$ cat config.mk
export PLATFORM = sky130hd
export DESIGN_NAME = i2c_status_flag_logic
export DESIGN_NICKNAME = d
export VERILOG_FILES = /design/src/i2c_flag_pkg.sv /design/src/i2c_addr_match.sv /design/src/i2c_status_flag_logic.sv
export VERILOG_INCLUDE_DIRS = /design/src /design/src/src
export SDC_FILE = /design/constraint.sdc
export NUM_CORES = 1
export LEC_CHECK = 0
export CAP_MARGIN = 20
export CORE_UTILIZATION = 55
export CTS_BUF_LIST = sky130_fd_sc_hd__clkbuf_8 sky130_fd_sc_hd__clkbuf_16
export CTS_CLUSTER_SIZE = 8
export DETAILED_ROUTE_END_ITERATION = 16
export DONT_BUFFER_PORTS = 1
export PLACE_DENSITY = 0.7
export SLEW_MARGIN = 5
export SYNTH_ARGS = -nofsm -noshare
export SYNTH_HDL_FRONTEND = slang
export SYNTH_HIERARCHICAL = 1
export SYNTH_SLANG_ARGS = --single-unit
$ cat constraint.sdc
create_clock -name clk -period 2.9 [get_ports clk]
set_input_delay 0.29 -clock clk [delete_from_list [all_inputs] [get_ports clk]]
set_output_delay 0.29 -clock clk [all_outputs]
set_load 0.02 [all_outputs]
$ cat src/i2c_flag_cfg.svh
/*
  constants for the i2c status-flag block: register indexes, bit positions,
  reset values. assumes inclusion by bare name from the design files.
*/
`ifndef I2C_FLAG_CFG_SVH
`define I2C_FLAG_CFG_SVH
// ************************************************************
// register indexes (byte address = 4 * index)
// ************************************************************
`define CTRL_ONE_IDX 4'h2
`define STATUS_IDX 4'h3
`define DATA_IDX 4'h4
`define RANGE_ADDR_IDX 4'h5
`define PRIMARY_ADDR_IDX 4'h6
`define SECOND_ADDR_IDX 4'h7
`define ENABLES_IDX 4'h8
`define IRQ_STATUS_IDX 4'h9
`define IRQ_MASK_IDX 4'ha
// ************************************************************
// status bit positions
// ************************************************************
`define ST_DONE_BIT 7
`define ST_AAS_BIT 6
`define ST_BUSY_BIT 5
`define ST_ARB_BIT 4
`define ST_RANGE_BIT 3
`define ST_DIR_BIT 2
// ************************************************************
// enables register bits and the control-one transmit bit
// ************************************************************
`define EN_RANGE_BIT 0
`define EN_GCALL_BIT 1
`define EN_SECOND_BIT 2
`define EN_ALERT_BIT 3
`define CTRL_TX_BIT 4
// ************************************************************
// fixed addresses, reset values and interrupt bits
// ************************************************************
`define GCALL_ADDR 7'h00
`define ALERT_ADDR 7'h0c
`define BYTE_RESET 8'h00
`define IRQ_BITS 4
`define IRQ_DONE 0
`define IRQ_ADDRESSED 1
`define IRQ_ARB 2
`define IRQ_RANGE 3
`endif

$ cat src/i2c_flag_pkg.sv
/*
  types for the i2c status-flag block.
  assumes the cfg header holds all numbers.
*/
package i2c_flag_pkg;
  typedef logic [7:0] byte_t;
  typedef logic [6:0] addr7_t;
endpackage

$ cat src/i2c_addr_match.sv
/*
  calling-address comparator for the status-flag block.
  assumes a captured 7-bit address and register values on the same clock.
*/
`timescale 1ns/100ps
`include "i2c_flag_cfg.svh"
module i2c_addr_match (
  input wire i2c_flag_pkg::addr7_t call_addr,
  input wire i2c_flag_pkg::addr7_t primary_addr,
  input wire i2c_flag_pkg::addr7_t second_addr,
  input wire i2c_flag_pkg::addr7_t range_addr,
  input wire logic range_en,
  input wire logic gcall_en,
  input wire logic second_en,
  input wire logic alert_en,
  output logic any_match,
  output logic range_hit
);
  // ************************************************************
  // comparisons
  // ************************************************************
  logic in_span;
  logic range_eq;
  always_comb begin
    // span is inclusive and works whichever bound is larger
    in_span = (call_addr >= primary_addr && call_addr <= range_addr) ||
              (call_addr <= primary_addr && call_addr >= range_addr);
    range_eq = (range_addr != 7'h00) && (call_addr == range_addr);
    range_hit = range_en && (call_addr != 7'h00) && (range_eq || in_span);
    any_match = (call_addr == primary_addr)
             || range_hit
             || (gcall_en && call_addr == `GCALL_ADDR)
             || (second_en && call_addr == second_addr)
             || (alert_en && call_addr == `ALERT_ADDR);
  end
endmodule

$ cat src/i2c_status_flag_logic.sv
/*
  status-flag logic of an i2c controller: transfer done, addressed as slave,
  bus busy, arbitration lost, range match, slave direction, plus interrupt.
  assumes bus events come as one-cycle pulses from a shifter on clk, and
  that software reaches the registers over a plain strobe port.
*/
// Implementation choice: the strobed register port.
// Contract
// - set transfer-done at byte end, else 0
// - clear transfer-done on data read rx/write tx
// - addressed on primary address match
// - addressed on nonzero range register match if enabled
// - addressed on general call if enabled
// - addressed on second address if enabled
// - addressed on alert response if enabled
// - addressed on primary-to-range span if enabled
// - addressed flag set before ack bit
// - any control-one write clears addressed flag
// - busy set on start, cleared on stop
// - set arbitration-lost on lost arbitration
// - arbitration-lost stays until one written
// - range-match flag set on range hit, cleared
// - report received read/write bit, 0 = write
`timescale 1ns/100ps
`include "i2c_flag_cfg.svh"
module i2c_status_flag_logic (
  input wire logic clk,
  input wire logic arst_n,
  input wire logic [3:0] addr,
  input wire logic [7:0] wdata,
  input wire logic wr_stb,
  input wire logic rd_stb,
  output logic [7:0] rdata,
  input wire logic byte_done,
  input wire logic addr_valid,
  input wire logic [7:0] addr_byte,
  input wire logic start_det,
  input wire logic stop_det,
  input wire logic arb_lost,
  input wire logic [7:0] rx_data,
  output logic [7:0] tx_data,
  output logic tx_load,
  output logic addressed,
  output logic irq
);
  // ************************************************************
  // software access decode
  // ************************************************************
  function automatic logic hit(input logic [3:0] a, input logic [3:0] idx, input logic stb);
    hit = stb && (a == idx);
  endfunction

  logic wr_ctrl;
  logic wr_status;
  logic wr_data;
  logic rd_data;
  logic tx_mode;
  logic [7:0] ctrl_q;
  logic [7:0] enables_q;
  i2c_flag_pkg::addr7_t primary_q;
  i2c_flag_pkg::addr7_t second_q;
  i2c_flag_pkg::addr7_t range_q;
  logic [`IRQ_BITS-1:0] irq_stat_q;
  logic [`IRQ_BITS-1:0] irq_mask_q;
  logic done_q;
  logic aas_q;
  logic busy_q;
  logic arb_q;
  logic range_flag_q;
  logic dir_q;
  logic match;
  logic range_hit;

  assign wr_ctrl = hit(addr, `CTRL_ONE_IDX, wr_stb);
  assign wr_status = hit(addr, `STATUS_IDX, wr_stb);
  assign wr_data = hit(addr, `DATA_IDX, wr_stb);
  assign rd_data = hit(addr, `DATA_IDX, rd_stb);
  assign tx_mode = ctrl_q[`CTRL_TX_BIT];

  // ************************************************************
  // configuration registers
  // ************************************************************
  always_ff @(posedge clk or negedge arst_n) begin
    if (!arst_n) begin
      ctrl_q <= `BYTE_RESET;
    end else if (wr_ctrl) begin
      ctrl_q <= wdata;
    end
  end

  always_ff @(posedge clk or negedge arst_n) begin
    if (!arst_n) begin
      enables_q <= `BYTE_RESET;
      primary_q <= 7'h00;
      second_q <= 7'h00;
      range_q <= 7'h00;
      irq_mask_q <= '0;
    end else if (wr_stb) begin
      if (addr == `ENABLES_IDX) begin
        enables_q <= wdata;
      end
      if (addr == `PRIMARY_ADDR_IDX) begin
        primary_q <= wdata[7:1];
      end
      if (addr == `SECOND_ADDR_IDX) begin
        second_q <= wdata[7:1];
      end
      if (addr == `RANGE_ADDR_IDX) begin
        range_q <= wdata[7:1];
      end
      if (addr == `IRQ_MASK_IDX) begin
        irq_mask_q <= wdata[`IRQ_BITS-1:0];
      end
    end
  end

  // ************************************************************
  // transmit data handoff
  // ************************************************************
  always_ff @(posedge clk or negedge arst_n) begin
    if (!arst_n) begin
      tx_data <= `BYTE_RESET;
    end else if (wr_data) begin
      tx_data <= wdata;
    end
  end
  assign tx_load = wr_data && tx_mode;

  // ************************************************************
  // address comparison
  // ************************************************************
  i2c_addr_match i2c_addr_match_inst (
    .call_addr(addr_byte[7:1]),
    .primary_addr(primary_q),
    .second_addr(second_q),
    .range_addr(range_q),
    .range_en(enables_q[`EN_RANGE_BIT]),
    .gcall_en(enables_q[`EN_GCALL_BIT]),
    .second_en(enables_q[`EN_SECOND_BIT]),
    .alert_en(enables_q[`EN_ALERT_BIT]),
    .any_match(match),
    .range_hit(range_hit)
  );

  // ************************************************************
  // status flags; a set in the same cycle as a clear wins
  // ************************************************************
  always_ff @(posedge clk or negedge arst_n) begin
    if (!arst_n) begin
      done_q <= 1'b0;
    end else if (byte_done) begin
      done_q <= 1'b1;
    end else if ((rd_data && !tx_mode) || (wr_data && tx_mode)) begin
      done_q <= 1'b0;
    end
  end

  // addr_valid comes from the shifter before the ack bit, so the flag
  // is up one cycle later, still ahead of the ack phase
  always_ff @(posedge clk or negedge arst_n) begin
    if (!arst_n) begin
      aas_q <= 1'b0;
    end else if (addr_valid && match) begin
      aas_q <= 1'b1;
    end else if (wr_ctrl) begin
      aas_q <= 1'b0;
    end
  end

  always_ff @(posedge clk or negedge arst_n) begin
    if (!arst_n) begin
      range_flag_q <= 1'b0;
    end else if (addr_valid && range_hit) begin
      range_flag_q <= 1'b1;
    end else if (wr_ctrl) begin
      range_flag_q <= 1'b0;
    end
  end

  always_ff @(posedge clk or negedge arst_n) begin
    if (!arst_n) begin
      dir_q <= 1'b0;
    end else if (addr_valid && match) begin
      dir_q <= addr_byte[0];
    end
  end

  always_ff @(posedge clk or negedge arst_n) begin
    if (!arst_n) begin
      busy_q <= 1'b0;
    end else if (start_det) begin
      busy_q <= 1'b1;
    end else if (stop_det) begin
      busy_q <= 1'b0;
    end
  end

  always_ff @(posedge clk or negedge arst_n) begin
    if (!arst_n) begin
      arb_q <= 1'b0;
    end else if (arb_lost) begin
      arb_q <= 1'b1;
    end else if (wr_status && wdata[`ST_ARB_BIT]) begin
      arb_q <= 1'b0;
    end
  end

  // ************************************************************
  // interrupt status, write one to clear
  // ************************************************************
  logic [`IRQ_BITS-1:0] irq_ev;
  always_comb begin
    irq_ev = '0;
    irq_ev[`IRQ_DONE] = byte_done;
    irq_ev[`IRQ_ADDRESSED] = addr_valid && match;
    irq_ev[`IRQ_ARB] = arb_lost;
    irq_ev[`IRQ_RANGE] = addr_valid && range_hit;
  end

  always_ff @(posedge clk or negedge arst_n) begin
    if (!arst_n) begin
      irq_stat_q <= '0;
    end else if (hit(addr, `IRQ_STATUS_IDX, wr_stb)) begin
      irq_stat_q <= (irq_stat_q & ~wdata[`IRQ_BITS-1:0]) | irq_ev;
    end else begin
      irq_stat_q <= irq_stat_q | irq_ev;
    end
  end
  assign irq = |(irq_stat_q & irq_mask_q);
  assign addressed = aas_q;

  // ************************************************************
  // read path; only arbitration-lost takes status writes
  // ************************************************************
  logic [7:0] status_v;
  logic [7:0] rd_d;
  always_comb begin
    status_v = `BYTE_RESET;
    status_v[`ST_DONE_BIT] = done_q;
    status_v[`ST_AAS_BIT] = aas_q;
    status_v[`ST_BUSY_BIT] = busy_q;
    status_v[`ST_ARB_BIT] = arb_q;
    status_v[`ST_RANGE_BIT] = range_flag_q;
    status_v[`ST_DIR_BIT] = dir_q;
    rd_d = `BYTE_RESET;
    unique case (addr)
      `CTRL_ONE_IDX: rd_d = ctrl_q;
      `STATUS_IDX: rd_d = status_v;
      `DATA_IDX: rd_d = rx_data;
      `RANGE_ADDR_IDX: rd_d = {range_q, 1'b0};
      `PRIMARY_ADDR_IDX: rd_d = {primary_q, 1'b0};
      `SECOND_ADDR_IDX: rd_d = {second_q, 1'b0};
      `ENABLES_IDX: rd_d = enables_q;
      `IRQ_STATUS_IDX: rd_d = {{(8-`IRQ_BITS){1'b0}}, irq_stat_q};
      `IRQ_MASK_IDX: rd_d = {{(8-`IRQ_BITS){1'b0}}, irq_mask_q};
      default: rd_d = `BYTE_RESET;
    endcase
  end

  always_ff @(posedge clk or negedge arst_n) begin
    if (!arst_n) begin
      rdata <= `BYTE_RESET;
    end else if (rd_stb) begin
      rdata <= rd_d;
    end else begin
      rdata <= `BYTE_RESET;
    end
  end
endmodule

== Yosys cells after proc, flatten, opt, wreduce, memory -nomap -nowiden ==
Cells that the tools add are included.

* Register bits: 67
* Input bits: 37

* Magnitude comparators: 4
* Eq/ne operators: 13
* Muxes and demuxes: 12
* Bitwise operators: 5
* Reductions and logical operators: 40

{| class="wikitable"
|+ Operators with widths
! cell !! number
|-
| $pmux 8 s9 || 1
|-
| $eq 7x7->1 || 3
|-
| $logic_and 1x1->1 || 18
|-
| $eq 4x3->1 const B || 4
|-
| $ge 7x7->1 || 2
|-
| $le 7x7->1 || 2
|-
| $reduce_bool 7->1 || 2
|-
| $eq 4x4->1 const B || 3
|-
| $reduce_and 2->1 || 5
|-
| $reduce_bool 2->1 || 5
|-
| $mux 1 || 9
|-
| $and 4x4->4 || 2
|-
| $eq 4x2->1 const B || 2
|-
| $mux 8 || 1
|-
| $or 4x4->4 || 2
|-
| $eq 7x4->1 const B || 1
|-
| $logic_not 7->1 || 1
|-
| $logic_or 1x1->1 || 7
|-
| $mux 4 || 1
|-
| $not 4->4 || 1
|-
| $reduce_or 4->1 || 1
|-
| $logic_not 1->1 || 1
|}

== Longest topological paths before layout ==
Gate-level depths: netlist (run 1).

* Word-level depth: 12
* Gate-level depth with buffers: 9

== Cells and area by module ==
The synthesis (run 1) kept the hierarchy.

{| class="wikitable"
|+ Modules (own cells, without submodules)
! module !! times used !! cells each !! area each (sq um) !! seq. area each (sq um)
|-
| i2c_status_flag_logic || 1 || 248 || 3204.3 || 1676.6
|-
| i2c_addr_match || 1 || 70 || 531.8 || 0.0
|}

== Least setup slack after synthesis (run 1) ==
Ideal clock, no wire load.

* Path type: register -> register
* From: register range_q[2]
* To: register dir_q
* Arrival time: 1.895 ns
* Path slack: 0.880 ns
* Cell stages (with the launch flop): 10
* Buffers on the path: 0
* Period minus slack after synthesis: 2.020 ns
* Cells stage by stage: dfrtp_1 > inv_1 > ha_1 > a21oi_2 > a21oi_1 > a2111oi_4 > xnor2_1 > a31oi_1 > nand2_1 > mux2_2

* Cells in the longest elaborated chain, start to end: 10

{| class="wikitable"
|+ RTL lines
! item !! RTL line !! RTL
|-
| start: declaration || i2c_status_flag_logic.sv:62 || <nowiki>i2c_flag_pkg::addr7_t range_q;</nowiki>
|-
| start signal: assignment || i2c_status_flag_logic.sv:109 || <nowiki>range_q <= wdata[7:1];</nowiki>
|-
| $le 7x7->1 or $ge 7x7->1 (tied branches) || i2c_addr_match.sv:26, i2c_addr_match.sv:27 ||
|-
| $logic_and 1x1->1, on equally long branches || i2c_addr_match.sv:26, i2c_addr_match.sv:27 ||
|-
| $logic_or 1x1->1 || i2c_addr_match.sv:26 || <nowiki>in_span = (call_addr >= primary_addr && call_addr <= range_addr) ||</nowiki>
|-
| $logic_or 1x1->1 * || i2c_addr_match.sv:29 || <nowiki>range_hit = range_en && (call_addr != 7'h00) && (range_eq || in_span);</nowiki>
|-
| $logic_and 1x1->1 * || i2c_addr_match.sv:29 ||
|-
| $logic_or 1x1->1 * || i2c_addr_match.sv:31 || <nowiki>|| range_hit</nowiki>
|-
| $logic_or 1x1->1 * (3 in series) || i2c_addr_match.sv:30 || <nowiki>any_match = (call_addr == primary_addr)</nowiki>
|-
| net match || i2c_status_flag_logic.sv:71 || <nowiki>logic match;</nowiki>
|-
| $logic_and 1x1->1 * || i2c_status_flag_logic.sv:183 || <nowiki>end else if (addr_valid && match) begin</nowiki>
|-
| end signal: assignment || i2c_status_flag_logic.sv:184 || <nowiki>dir_q <= addr_byte[0];</nowiki>
|-
| end: declaration || i2c_status_flag_logic.sv:70 || <nowiki>logic dir_q;</nowiki>
|}

Mark *: on every way through the listed nets, which the timed path passes. The rest lies on a longest branch.
A chain may end at the register's enable or synchronous reset.

== Final worst setup path (run 1) ==
* From: register primary_q[2]
* To: register dir_q

* Cells in the longest elaborated chain, start to end: 10

{| class="wikitable"
|+ RTL lines
! item !! RTL line !! RTL
|-
| start: declaration || i2c_status_flag_logic.sv:60 || <nowiki>i2c_flag_pkg::addr7_t primary_q;</nowiki>
|-
| start signal: assignment || i2c_status_flag_logic.sv:103 || <nowiki>primary_q <= wdata[7:1];</nowiki>
|-
| $ge 7x7->1 or $le 7x7->1 (tied branches) || i2c_addr_match.sv:26, i2c_addr_match.sv:27 ||
|-
| $logic_and 1x1->1, on equally long branches || i2c_addr_match.sv:26, i2c_addr_match.sv:27 ||
|-
| $logic_or 1x1->1 || i2c_addr_match.sv:26 ||
|-
| $logic_or 1x1->1 || i2c_addr_match.sv:29 ||
|-
| $logic_and 1x1->1 || i2c_addr_match.sv:29 ||
|-
| $logic_or 1x1->1 * || i2c_addr_match.sv:31 ||
|-
| $logic_or 1x1->1 * (3 in series) || i2c_addr_match.sv:30 ||
|-
| net match || i2c_status_flag_logic.sv:71 ||
|-
| $logic_and 1x1->1 * || i2c_status_flag_logic.sv:183 ||
|}

Marks and branches as above.

==> run summary, run 1 <==
The flow ran to the end, but the final reports show violations. The final reports fail on DRC. The number of unique standard cell types used by synthesis is 46.

The placement-stage worst setup slack came out at around 660 ps. 0 antenna diodes ended up in the layout. The worst-case reg-to-reg path depth came out at 9. The analysis attributes to cell leakage a power of roughly 1.7 nW. The summed area of non-filler cells in the final layout came out at around 4000 µm². After synthesis, the mean cell area works out to 11.7 µm². The count of boundary I/O pins came out at between 50 and 60. After detailed routing, the number of vias per cell comes to approximately 6.3. The predominant post-synthesis flop cell is dfrtp_1. The final net count is roughly 370. For the final routed database, the setup TNS stands at 0 ps. Global routing finished with a remaining overflow of 0. The final weighted congestion in routability-driven placement came out at 0.870. The clock latency at the later pin of the worst-skew pair is 350 ps. The number of placed instances, taps included, is approximately 380. The number of gates resized after CTS was 0.

For this block, the via count after detailed routing is approximately 2500. The element type at the critical path start is a flop. The clock root buffer is clkbuf_8. In this design, the critical path's most frequently occurring cell is a21oi_2. In this run the power density over the cells is a little over 700 nW/µm². The final HPWL from detailed placement came out at between 6000 and 7000 µm. The clock net in this run drives a total of 67 sinks. Data on the critical path arrives at its endpoint at 2500 ps. The via count of the first global-routing pass came out at 2641.

The critical path goes through inv_1 -> ha_1 -> a21oi_2 -> a21oi_2 -> a2111oi_4 -> xnor2_1 -> a31oi_1 -> nand2_1 -> mux2_2. The number of standard cells after synthesis came out at between 300 and 400. The number of hold violations in the final report came out at 0.

The final antenna-violating net count came out at 0. Counting flops with a built-in enable in the synthesized netlist gives 0. Static timing analysis puts the maximum clock frequency at roughly 440 MHz. The most critical setup path has its startpoint at primary_q[2]$_DFFE_PN0P_.

The finished layout holds 402 standard cells, fillers aside. Measured along the y axis, the die boundary spans 84.4 µm. The number of buffers inserted by post-CTS setup repair came out at 0.

The effective utilization at floorplan came out at 57.8%. The actual transition at the worst max-transition pin is between 1000 and 1500 ps. The remaining routing DRC violations came out at 2. No sink is reached through more buffers than the 2 on the longest clock path.

The post-route worst setup slack is 639 ps. The synthesized netlist net count is about 370. STA classifies the critical path endpoint as a flop.

The worst pin sits at a relative slew slack of between 30 and 40%. The final-report max-slew violation count is 0. The min-delay analysis places its worst path in the category input port to flop. The final count of negative-setup-slack endpoints is 0. Following the worst setup path forward leads to its endpoint at dir_q$_DFFE_PN0P_. The highest-delay cell along the critical path is dfrtp_1. Of the available clock period, the critical path in the final layout requires between 70% and 80%. Counting flops with an async set or reset pin after synthesis yields a share of 100%. The number of hold buffers added after CTS is 2. After synthesis, flip-flops and latches occupy 44.9% of the total area. For flop-to-flop paths, the worst setup slack is ~640 ps. The initial antenna violation count is 0. The final wirelength came out at a little over 9000 µm.

The shortest clock period the worst path allows after layout came out at between 2000 and 2500 ps. The number of synthesized register bits came out at 67. The mean routed wirelength per cell came out at about 23 µm. The number of DRC markers in iteration 0 came out at 243. The horizontal extent of the die is about 84 µm. The final setup skew is ~9.3 ps. Row generation in the floorplan step produced 29 rows. TritonCTS built the clock tree. The die covers 7130 µm². The floorplan step defined a core boundary enclosing 6460 µm².

Of all nets on the critical path, the largest fanout is 3. The critical path's largest stage delay is 380 ps. The global-route wire length before repair is 14700 µm. Buffers inserted during clock tree synthesis total 9.

The number of H-tree levels is 3. The number of port buffers is 0. The critical path in this run is classified as flop to flop. The worst register-to-register path begins at primary_q[2]$_DFFE_PN0P_. The total standard cell area after synthesis came out at 3740 µm².

Global routing used between 20 and 30% of the available tracks across all layers. The clock-pin slew on the worst setup and hold paths is about 80 ps. The worst register-to-register path ends at dir_q$_DFFE_PN0P_. The total cell area at the placement stage is 3750 µm². The maximum number of pins on one net before global-route repair came out at between 60 and 70.

The count of max-cap constraint violations is 0. Setup repair after global routing left no endpoint under its margin. Across the VDD grid, the largest voltage drop is approximately 0.42 mV.

The required time at the worst-slack endpoint is around 3100 ps. The number of optimization iterations in the first detailed-route pass came out at 10. Cells with a size suffix above 1 make up between 20 and 30% of the layout. Compared with the post-synthesis result, the final layout area differs by 7.60%. The Yosys warning count came out at 6.
flip-flops by register name, summed over array words and instances (netlist names):
signal and flops:
addressed 1, irq_mask_q 4, busy_q 1, ctrl_q 8, irq_stat_q 4, done_q 1, arb_q 1, rdata 8
enables_q 8, dir_q 1, range_q 7, range_flag_q 1, second_q 7, primary_q 7, tx_data 8
cell usage in the layout, fill, tap and decap left out, types with 2 or more instances in the layout:
cell,instances
dfrtp_1,67
mux2_2,55
nand2_1,21
inv_1,14
ha_1,14
nor2b_1,12
a22o_1,12
clkbuf_8,11
nor2_1,10
a31oi_1,9
xnor2_1,8
and3_1,6
a21o_1,6
nor3_1,6
mux2i_1,6
a21oi_1,5
nand4_1,5
a22oi_1,4
nand3_1,4
nor3b_1,3
a32oi_1,3
nand2b_1,3
nor4_1,3
a21oi_2,3
and2b_1,2
o21ai_0,2
a2bb2oi_1,2
nor2_2,2
nand3_2,2
nor3_4,2
clkinv_4,2
bufinv_16,2
nand3b_1,2
a2111oi_4,2
area by class of cell:
cell class,count,area (µm²)
fillers,540,2440
multi-input cells,226,1920
flip-flops and latches,67,1680
clock buffers,11,151
well taps,77,96.3
clock inverters,5,85.1
inverters,14,52.6
repair buffers,2,37.5
critical path, delay by kind of cell, from the launching register on:
family / cells / cell delay [ps]
and+or+nand+nor: 1 / 110
xor gates and xnor gates: 1 / 150
AOI/OAI and AO/OA: 4 / 850
DFF: 1 / 380
adders and majority gates: 1 / 310
muxes: 1 / 280
buffers and inverters: 1 / 60
worst min path at each step:
stage | startpoint | to | slack (ps) | depth (start not counted)
floorplan | arst_n | addressed$_DFFE_PN0P_ | -6 | 0
global placement | arst_n | second_q[0]$_DFFE_PN0P_ | -4 | 0
detailed placement | arst_n | second_q[2]$_DFFE_PN0P_ | -4 | 0
CTS | arb_lost | irq_stat_q[2]$_DFF_PN0_ | 10 | 1
global route | byte_done | irq_stat_q[0]$_DFF_PN0_ | 20 | 1
finish | arb_lost | irq_stat_q[2]$_DFF_PN0_ | 30 | 1
cells by family (layout without fill, tap and decap cells):
group,Yosys count,after routing,synth area share (%)
compound gates,53,53,12.0
xor+xnor,8,8,1.88
fa+ha+maj,14,14,4.69
buf+inv,25,32,3.72
flops,67,67,44.9
mux,62,62,18.8
simple gates,89,89,14.1
Yosys cell counts, types with 2 or more instances:
cell       number  area, µm²
dfrtp_1        67       1680
mux2_2         55        619
nand2_1        21       78.8
ha_1           14        175
inv_1          14       52.6
a22o_1         12        105
nor2b_1        12       75.1
nor2_1         10       37.5
a31oi_1         9       56.3
xnor2_1         8       70.1
a21o_1          6       45.0
and3_1          6       37.5
mux2i_1         6       60.1
nor3_1          6       30.0
a21oi_1         5       25.0
buf_4           5       37.5
nand4_1         5       31.3
a22oi_1         4       30.0
nand3_1         4       20.0
a21oi_2         3       26.3
a32oi_1         3       26.3
buf_2           3       15.0
buf_6           3       33.8
nand2b_1        3       18.8
nor3b_1         3       22.5
nor4_1          3       18.8
a2111oi_4       2       55.1
a2bb2oi_1       2       17.5
and2b_1         2       15.0
nand3_2         2       20.0
nand3b_1        2       15.0
nor2_2          2       12.5
nor3_4          2       32.5
o21ai_0         2       10.0
routing by layer:
| metal | global-route usage [%] | up-vias | share of wire [%] |
|---|---|---|---|
| met5 | 0 | - | 0 |
| met4 | 9.86 | 0 | 1.4 |
| met3 | 6.78 | 8 | 7.4 |
| met1 | 37.0 | 1236 | 43 |
| li1 | - | 1181 | - |
| met2 | 45.6 | 100 | 48 |
through the flow:
stage | power [mW] | utilization [%] | hold slack, ps
after global placement | 1.89 | 58.0 | -3.93
after floorplan | 1.80 | - | -5.59
after global routing | 2.97 | 62.2 | 19.6
after CTS | 2.85 | 62.2 | 13.7
final | 2.83 | 62.2 | 30.6
after detailed placement | 1.92 | 58.0 | -3.85
power by group:
part	internal, mW	total [mW]	switching, mW
Clock	0.534	0.907	0.374
Sequential	1.13	1.34	0.207
Combinational	0.327	0.582	0.255
Total	2.00	2.83	0.836
Note: power is estimated with default switching activity, not from simulation.
==> run 2, diff against run 1 <==
==> constraint.sdc (replaced) <==
create_clock -name clk -period 2.1 [get_ports clk]
set_input_delay 0.21 -clock clk [delete_from_list [all_inputs] [get_ports clk]]
set_output_delay 0.21 -clock clk [all_outputs]
set_load 0.02 [all_outputs]
==> run 2 against run 1 <==
The flow finishes with violations (DRC, setup timing). Sequential power increased by 38%. Clock power is 30% higher. First-iteration DRC count shrank 6.6%. Critical path depth unchanged. Sequential share of layout area decreased by 1.6 points. Die area is the same. Design area increased by 4.0%. Non-clock buffer count is 17 higher. Register-to-register slack got worse by 650 ps. Total power is 40% higher. Worst setup slack worse by 650 ps. Final cell count is 4.5% higher. Largest cell class unchanged. Highest routed layer unchanged.
==> run summary, run 2 (synthesis results as in run 1) <==
The signal on the critical path passes through inv_1 -> ha_1 -> a21oi_2 -> nor2_1 -> a2111oi_4 -> xnor2_1 -> a31oi_1 -> nand2_1 -> mux2_2. The fraction of the cycle the final worst path needs came out at 101% (+23 points). The shortest clock period the worst path allows after layout is 2110 ps (-149 ps). STA classifies the critical path startpoint as a flop.

The post-route worst setup slack came out at -11.5 ps (-651 ps). The initial antenna violation count came out at 1 (+1). The worst-case reg-to-reg path depth came out at 9 (unchanged).

The family with the most delay on the worst path is compound AO/OA/AOI/OAI gates. The count of max-cap constraint violations came to 0 (unchanged). Setup repair after global routing could not meet its margin everywhere. The maximum ir drop on the vdd rail is 0.828 mV (+96%). The signed area change from the synthesized netlist to the final layout is 11.9%. The full die area came out at 7130 µm² (unchanged).

The power density of the placed cells came to 947 nW/µm² (+34%). The number of DRC markers in iteration 0 came to 227 (-6.6%). The total internal power is 2.77 mW (+39%). The largest individual stage delay along the critical path comes from the cell dfrtp_1. The commonest non-fill, non-tap cell in the layout is dfrtp_1. The required time at the worst-slack endpoint came out at 2330 ps (-810 ps). The met2 wire length is 4400 µm (about the same).

The total grt overflow was 0 (unchanged). The clock root buffer is clkbuf_8. The final HPWL from detailed placement came out at 6570 µm (+1.9%). The floorplan die height came out at 84.4 µm (unchanged). The vias after detailed routing is 2645 (+4.8%). The mean routed wirelength per cell is 21.8 µm (-3.8%). The critical path buffer and inverter count was 1 (unchanged). The fill cell total of the finished layout is 507 (-6.1%).

The final weighted congestion in routability-driven placement was 0.866 (-0.45%). The final count of negative-setup-slack endpoints is 1 (+1). The capturing element type of the critical path is a flop. The worst max-slew margin expressed relative to the limit is 50.1% (+18 points). The maximum clock frequency came out at 474 MHz (+7.1%).

The clock latency at the later pin of the worst-skew pair came out at 350 ps (about the same). The reg-to-reg setup timing slack was -10 ps (-650 ps). The origin of the worst setup path is range_q[4]$_DFFE_PN0P_. The number of H-tree levels is 3 (unchanged). The number of hold violations in the final report came out at 0 (unchanged).

The final net count came to 388 (+4.6%). The count of boundary I/O pins is 56 (unchanged). The switching share of power came to 30.0% (+0.51 points). The total negative setup slack came to -11.5 ps (-11.5 ps).

The share of total power in sequential cells is 46.6% (-0.8 points). The kind of path behind the tightest hold check is input port to flop. The number of buffers added by the clock tree synthesis step is 9 (unchanged). The actual transition at the worst max-transition pin came out at 748 ps (-269 ps). The switching power of the nets came out at 1.19 mW (+42%). The via count of the first global-routing pass is 2784 (+5.4%).

TritonCTS built the clock tree. The final setup skew is 9.75 ps (+0.401 ps). The run finished, with violations left.

The global-route total usage across every layer is 27.1% (-0.95 points). The cell leakage power is 1.77 nW (+4.4%). The final reports fail on DRC, setup timing. The total met3 wirelength after detailed routing is 615 µm (-8.8%).

The number of placement rows is 29 (unchanged). The number of optimization iterations in the first detailed-route pass came out at 13 (+3). The endpoint of the most critical setup path is dir_q$_DFFE_PN0P_. The final-report max-slew violation count is 0 (unchanged). The horizontal extent of the die was 84.4 µm (unchanged). The effective utilization at floorplan is 57.8% (unchanged).

The maximum number of pins on one net before global-route repair came to 68 (unchanged). The critical path's largest stage delay came out at 370 ps (about the same). The placeable core area was 6460 µm² (unchanged). The number of buffers between clock root and the deepest sink is 2 (unchanged). The count of cell instances traversed by the critical path is 9 (unchanged). The critical path is of the flop to flop type.

The global-route wire length before repair came to 14500 µm (-1.5%). The relative contribution of the clock network to total power is 29.8% (-2.2 points). The vias per cell is 6.30 (+0.26%). In this run the critical register-to-register path is captured at dir_q$_DFFE_PN0P_. The placement-stage worst setup slack came out at -82.2 ps (-742 ps).

The final wirelength came out at 9150 µm (+0.51%). The final antenna-violating net count is 0 (unchanged). The clock-pin slew on the worst setup and hold paths came out at 80 ps (about the same). The share of post-route cells with drive strength above 1 came to 31.0% (+3.9 points). The wire length the detailed router placed on met1 is 3850 µm (-1.3%).

Routed signal wires occupy layers up through met4. The arrival time reported for the critical path endpoint came out at 2340 ps (-160 ps). In the layout the commonest cells are dfrtp_1 (67), mux2_2 (55), nand2_1 (20). The total number of clock tree sinks came out at 67 (unchanged). The remaining routing DRC violations is 2 (unchanged). The startpoint identified for the worst register-to-register timing path is range_q[4]$_DFFE_PN0P_. The highest fanout seen on the critical path is 3 (unchanged). The number of port buffers is 0 (unchanged). The combinational fraction of design power came out at 23.5% (+2.9 points).
run 2: changes by cell type in the layout (fill, tap and decap cells not counted), moves of 2 or more:
| cell | previous run | this run |
|---|---|---|
| clkbuf_8 | 11 | 9 |
| ha_4 | 0 | 2 |
| buf_4 | 0 | 12 |
| a21oi_1 | 5 | 3 |
| ha_1 | 14 | 12 |
| dlygate4sd3_1 | 1 | 6 |
| a21oi_2 | 3 | 5 |
run 2: per-stage QoR:
step,std cells,instance area (µm²),hold WS (ps),utilization [%],total power [mW]
after floorplan,318,3740,-85.6,-,2.49
after global placement,395,3830,-83.4,59.3,2.68
after detailed placement,395,3830,-84.1,59.3,2.72
after CTS,419,4150,0.808,64.3,3.94
after global routing,420,4180,1.06,64.7,4.14
final,420,4180,5.38,64.7,3.96
run 2: repair_timing:
action	in CTS	in global routing
buffers inserted	2	0
endpoints found under the hold margin	74	1
pin swaps	6	5
gates resized for setup	1	6
endpoints found under the setup margin	1	2
hold buffers	6	1
run 2: worst min-delay path by stage:
stage | from | endpoint | cells past startpoint
6_report | wdata[7] | tx_data[7]$_DFFE_PN0P_ | 1
5_1_grt | wdata[7] | enables_q[7]$_DFFE_PN0P_ | 1
4_1_cts | wdata[4] | ctrl_q[4]$_DFFE_PN0P_ | 1
3_5_place_dp | arst_n | second_q[0]$_DFFE_PN0P_ | 0
3_3_place_gp | arst_n | second_q[0]$_DFFE_PN0P_ | 0
2_1_floorplan | arst_n | addressed$_DFFE_PN0P_ | 0
run 2: routing by layer:
metal	global-route usage, %	up-vias
met2	43.7	108
li1	-	1208
met5	0	-
met1	35.4	1303
met3	6.00	26
met4	11.9	0
run 2: layout make-up:
class	instances	area, µm²	area share [%]
multi-input combinational	226	1960	46.8
sequential	67	1680	40.1
timing repair buffer	19	178	4.25
clock buffer	9	124	2.96
tap	77	96.3	2.30
clock inverter	7	93.8	2.24
inverter	14	52.6	1.26
antenna	1	2.50	0.0598
run 2: worst reg2reg max path, stage by stage (launching register included):
cell       delay, ps
dfrtp_1          370
inv_1             50
ha_1             310
a21oi_2          140
nor2_1            70
a2111oi_4        290
xnor2_1          130
a31oi_1          250
nand2_1          120
mux2_2           280
run 2: power groups by stage:
stage	Combinational (mW)	Sequential [mW]	Clock, mW
6_report	0.932	1.85	1.18
5_1_grt	1.02	1.88	1.24
4_1_cts	0.915	1.84	1.19
3_5_place_dp	0.849	1.87	0
3_3_place_gp	0.817	1.86	0
2_1_floorplan	0.692	1.79	0
==> run 3, diff against run 2 <==
--- a/config.mk
+++ b/config.mk
@@ -12,6 +12,7 @@
 export CTS_CLUSTER_SIZE = 8
 export DETAILED_ROUTE_END_ITERATION = 16
 export DONT_BUFFER_PORTS = 1
+export HOLD_SLACK_MARGIN = 0.12
 export PLACE_DENSITY = 0.7
 export SLEW_MARGIN = 5
 export SYNTH_ARGS = -nofsm -noshare
==> constraint.sdc (replaced) <==
create_clock -name clk -period 2.7 [get_ports clk]
set_input_delay 0.27 -clock clk [delete_from_list [all_inputs] [get_ports clk]]
set_output_delay 0.27 -clock clk [all_outputs]
set_load 0.02 [all_outputs]
==> run 3 against run 2 <==
The flow finishes with violations (DRC). Worst setup slack improved by 120 ps. Fmax decreased by 19%. Sequential share of layout area decreased by 0.37 points. Clock skew increased by 3.1 ps. Die area unchanged. First-iteration DRC count decreased by 21%. Total power decreased by 22%. Largest cell class unchanged. Non-clock buffer count increased by 3. Sequential power decreased by 22%. Critical path depth unchanged. Sequential cell count unchanged.
==> run summary, run 3 (synthesis results as in run 1) <==
The flow ran to the end, but the final reports show violations. The checks that failed: DRC. The final wirelength came out at 9500 µm (+3.8%).

The count of max-cap constraint violations is 0 (unchanged). The global routing usage on met1 came out at 38.6% (+3.2 points). The cell leakage power is 1.77 nW (about the same). The clock root buffer is clkbuf_8. The critical path goes through inv_1 -> ha_1 -> a21oi_2 -> a21oi_2 -> a2111oi_4 -> xnor2_1 -> a21boi_1 -> a22o_1 -> dlygate4sd3_1.

The number of antenna diodes was 0 (-1). The capturing element type of the critical path is a flop. The fraction of the cycle the final worst path needs came out at 96.0% (-4.5 points).

The number of buffers inserted by post-CTS setup repair is 0 (-2). The number of optimization iterations in the first detailed-route pass is 11 (-2). The final setup skew is 12.8 ps (+3.08 ps).

Leaving out fill and tap cells, the most frequent cell in the layout is dfrtp_1. The clock-pin slew on the worst setup and hold paths is 80 ps (about the same). The maximum ir drop on the vdd rail is 0.450 mV (-46%). The combinational fraction of design power came to 21.7% (-1.8 points).

The met2 track demand over resource came out at 46.6% (+2.8 points). The worst max-slew margin expressed relative to the limit is 33.2% (-17 points). The multi-input combinational cell area came out at 1920 µm² (-1.9%). The number of placement rows is 29 (unchanged). The total grt overflow is 0 (unchanged). The final count of negative-setup-slack endpoints came out at 0 (-1). The final cell utilization of the core was 65.3% (+0.60 points). The maximum clock frequency came out at 386 MHz (-19%). The number of DRC markers in iteration 0 came out at 179 (-21%). The placement-stage worst setup slack came out at 459 ps (+542 ps). The shortest clock period the worst path allows after layout came to 2590 ps (+482 ps). The switching share of power was 30.0% (about the same). The family with the most delay on the worst path is compound AO/OA/AOI/OAI gates. The area growth from synthesis to layout is 13.0%. Setup repair after global routing left no endpoint under its margin. The horizontal extent of the die came to 84.4 µm (unchanged). The fill cell total of the finished layout came out at 519 (+2.4%). The number of port buffers came out at 0 (unchanged).

The clock latency at the later pin of the worst-skew pair came out at 350 ps (about the same). The placeable core area came out at 6460 µm² (unchanged). The number of hold violations in the final report came out at 0 (unchanged). The vias after detailed routing is 2696 (+1.9%). The number of H-tree levels came out at 3 (unchanged). The top cell types in the final layout, fill and taps aside, are dfrtp_1 (67), mux2_2 (55), nand2_1 (21), dlygate4sd3_1 (21).

The post-route worst setup slack came out at 107 ps (+118 ps). The global-route total usage across every layer is 29.1% (+2.0 points). The final weighted congestion in routability-driven placement came to 0.870 (+0.45%). The arrival time reported for the critical path endpoint came out at 2830 ps (+490 ps). The final HPWL from detailed placement was 6450 µm (-1.8%).

The via count of the first global-routing pass is 2746 (-1.4%). The effective utilization at floorplan came out at 57.8% (unchanged). The number of buffers added by the clock tree synthesis step was 9 (unchanged). The switching power of the nets came out at 0.930 mW (-22%). The total number of clock tree sinks is 67 (unchanged). TritonCTS built the clock tree. The total negative setup slack is 0 ps (+11.5 ps).

The full die area was 7130 µm² (unchanged). The number of buffers between clock root and the deepest sink came out at 2 (unchanged). The floorplan die height came out at 84.4 µm (unchanged). The actual transition at the worst max-transition pin was 1000 ps (+253 ps). The share of total power in sequential cells is 46.6% (about the same).

The initial antenna violation count is 0 (-1). The share of post-route cells with drive strength above 1 came to 25.5% (-5.5 points). The remaining routing DRC violations came to 2 (unchanged).

The global-route wire length before repair was 15300 µm (+5.3%). The most used routing layer in global routing is met2. The final-report max-slew violation count is 0 (unchanged). The total internal power is 2.17 mW (-22%). The sequential standard cell area came out at 1680 µm² (unchanged). The critical path buffer and inverter count is 2 (+1).

The global-route met3 utilization came out at 6.78% (+0.79 points). The vias per cell is 6.39 (+1.4%). The count of boundary I/O pins came to 56 (unchanged). The power density of the placed cells came out at 734 nW/µm² (-22%).

The highest fanout seen on the critical path was 3 (unchanged). The element type at the critical path start is a flop. The final antenna-violating net count is 0 (unchanged). The required time at the worst-slack endpoint came out at 2940 ps (+610 ps).

The number of cells in the finished layout apart from fillers was 422 (+0.48%). The placed cell count was 384 (-2.8%). The critical path's largest stage delay came out at 550 ps (+180 ps).

The final net count is 391 (+0.77%). The path class of the tightest hold or removal check is input port to flop. On the critical path, the stage with the largest delay is an instance of dlygate4sd3_1. The maximum number of pins on one net before global-route repair came out at 68 (unchanged). The most frequent cell on the critical path is a21oi_2.

The relative contribution of the clock network to total power is 31.7% (+1.9 points). The mean routed wirelength per cell came out at 22.5 µm (+3.3%). The critical path is of the flop to flop type.

The number of gates given a new drive strength after cts is 0 (-1).
[run 3: layout make-up]
type                       count  share of cell area (%)
tap                           77                    2.28
inverter                      14                    1.25
multi-input combinational    226                    45.5
sequential                    67                    39.7
clock inverter                 5                    2.02
timing repair buffer          22                    5.63
clock buffer                  11                    3.59
[run 3: power by group through the flow]
stage | Sequential [mW] | Clock, mW | Combinational, mW
finish | 1.44 | 0.982 | 0.671
global route | 1.47 | 1.03 | 0.740
CTS | 1.44 | 0.990 | 0.671
detailed placement | 1.46 | 0 | 0.597
global placement | 1.45 | 0 | 0.581
floorplan | 1.40 | 0 | 0.538
[run 3: final timing paths]
kind	start	cells past startpoint	end	slack (ps)
worst min-delay path	addr[2]	2	rdata[5]$_DFF_PN0_	150
worst max-delay path	primary_q[2]$_DFFE_PN0P_	9	irq_stat_q[3]$_DFF_PN0_	110
worst max register to register	primary_q[2]$_DFFE_PN0P_	9	irq_stat_q[3]$_DFF_PN0_	110
min in group asynchronous	arst_n	2	rdata[2]$_DFF_PN0_	450
worst min register to register	done_q$_DFFE_PN0P_	1	done_q$_DFFE_PN0P_	480
max in group asynchronous	arst_n	2	primary_q[6]$_DFFE_PN0P_	1950
[run 3: timing repair]
item,CTS,global route
hold endpoints to repair,127,0
hold buffers,22,0
endpoints found under the setup margin,0,0
[run 3: per-stage QoR]
step	hold WS [ps]	power, mW	area [µm²]
2_1_floorplan	-25.6	1.93	3740
3_3_place_gp	-23.9	2.03	3750
3_5_place_dp	-23.8	2.06	3750
4_1_cts	141	3.10	4220
5_1_grt	140	3.24	4220
6_report	150	3.10	4220
[run 3: routing by layer]
| metal | share of wire (%) | up-vias |
|---|---|---|
| met2 | 48 | 118 |
| met5 | 0 | - |
| met3 | 6.3 | 18 |
| met4 | 2.1 | 0 |
| met1 | 43 | 1339 |
| li1 | - | 1221 |
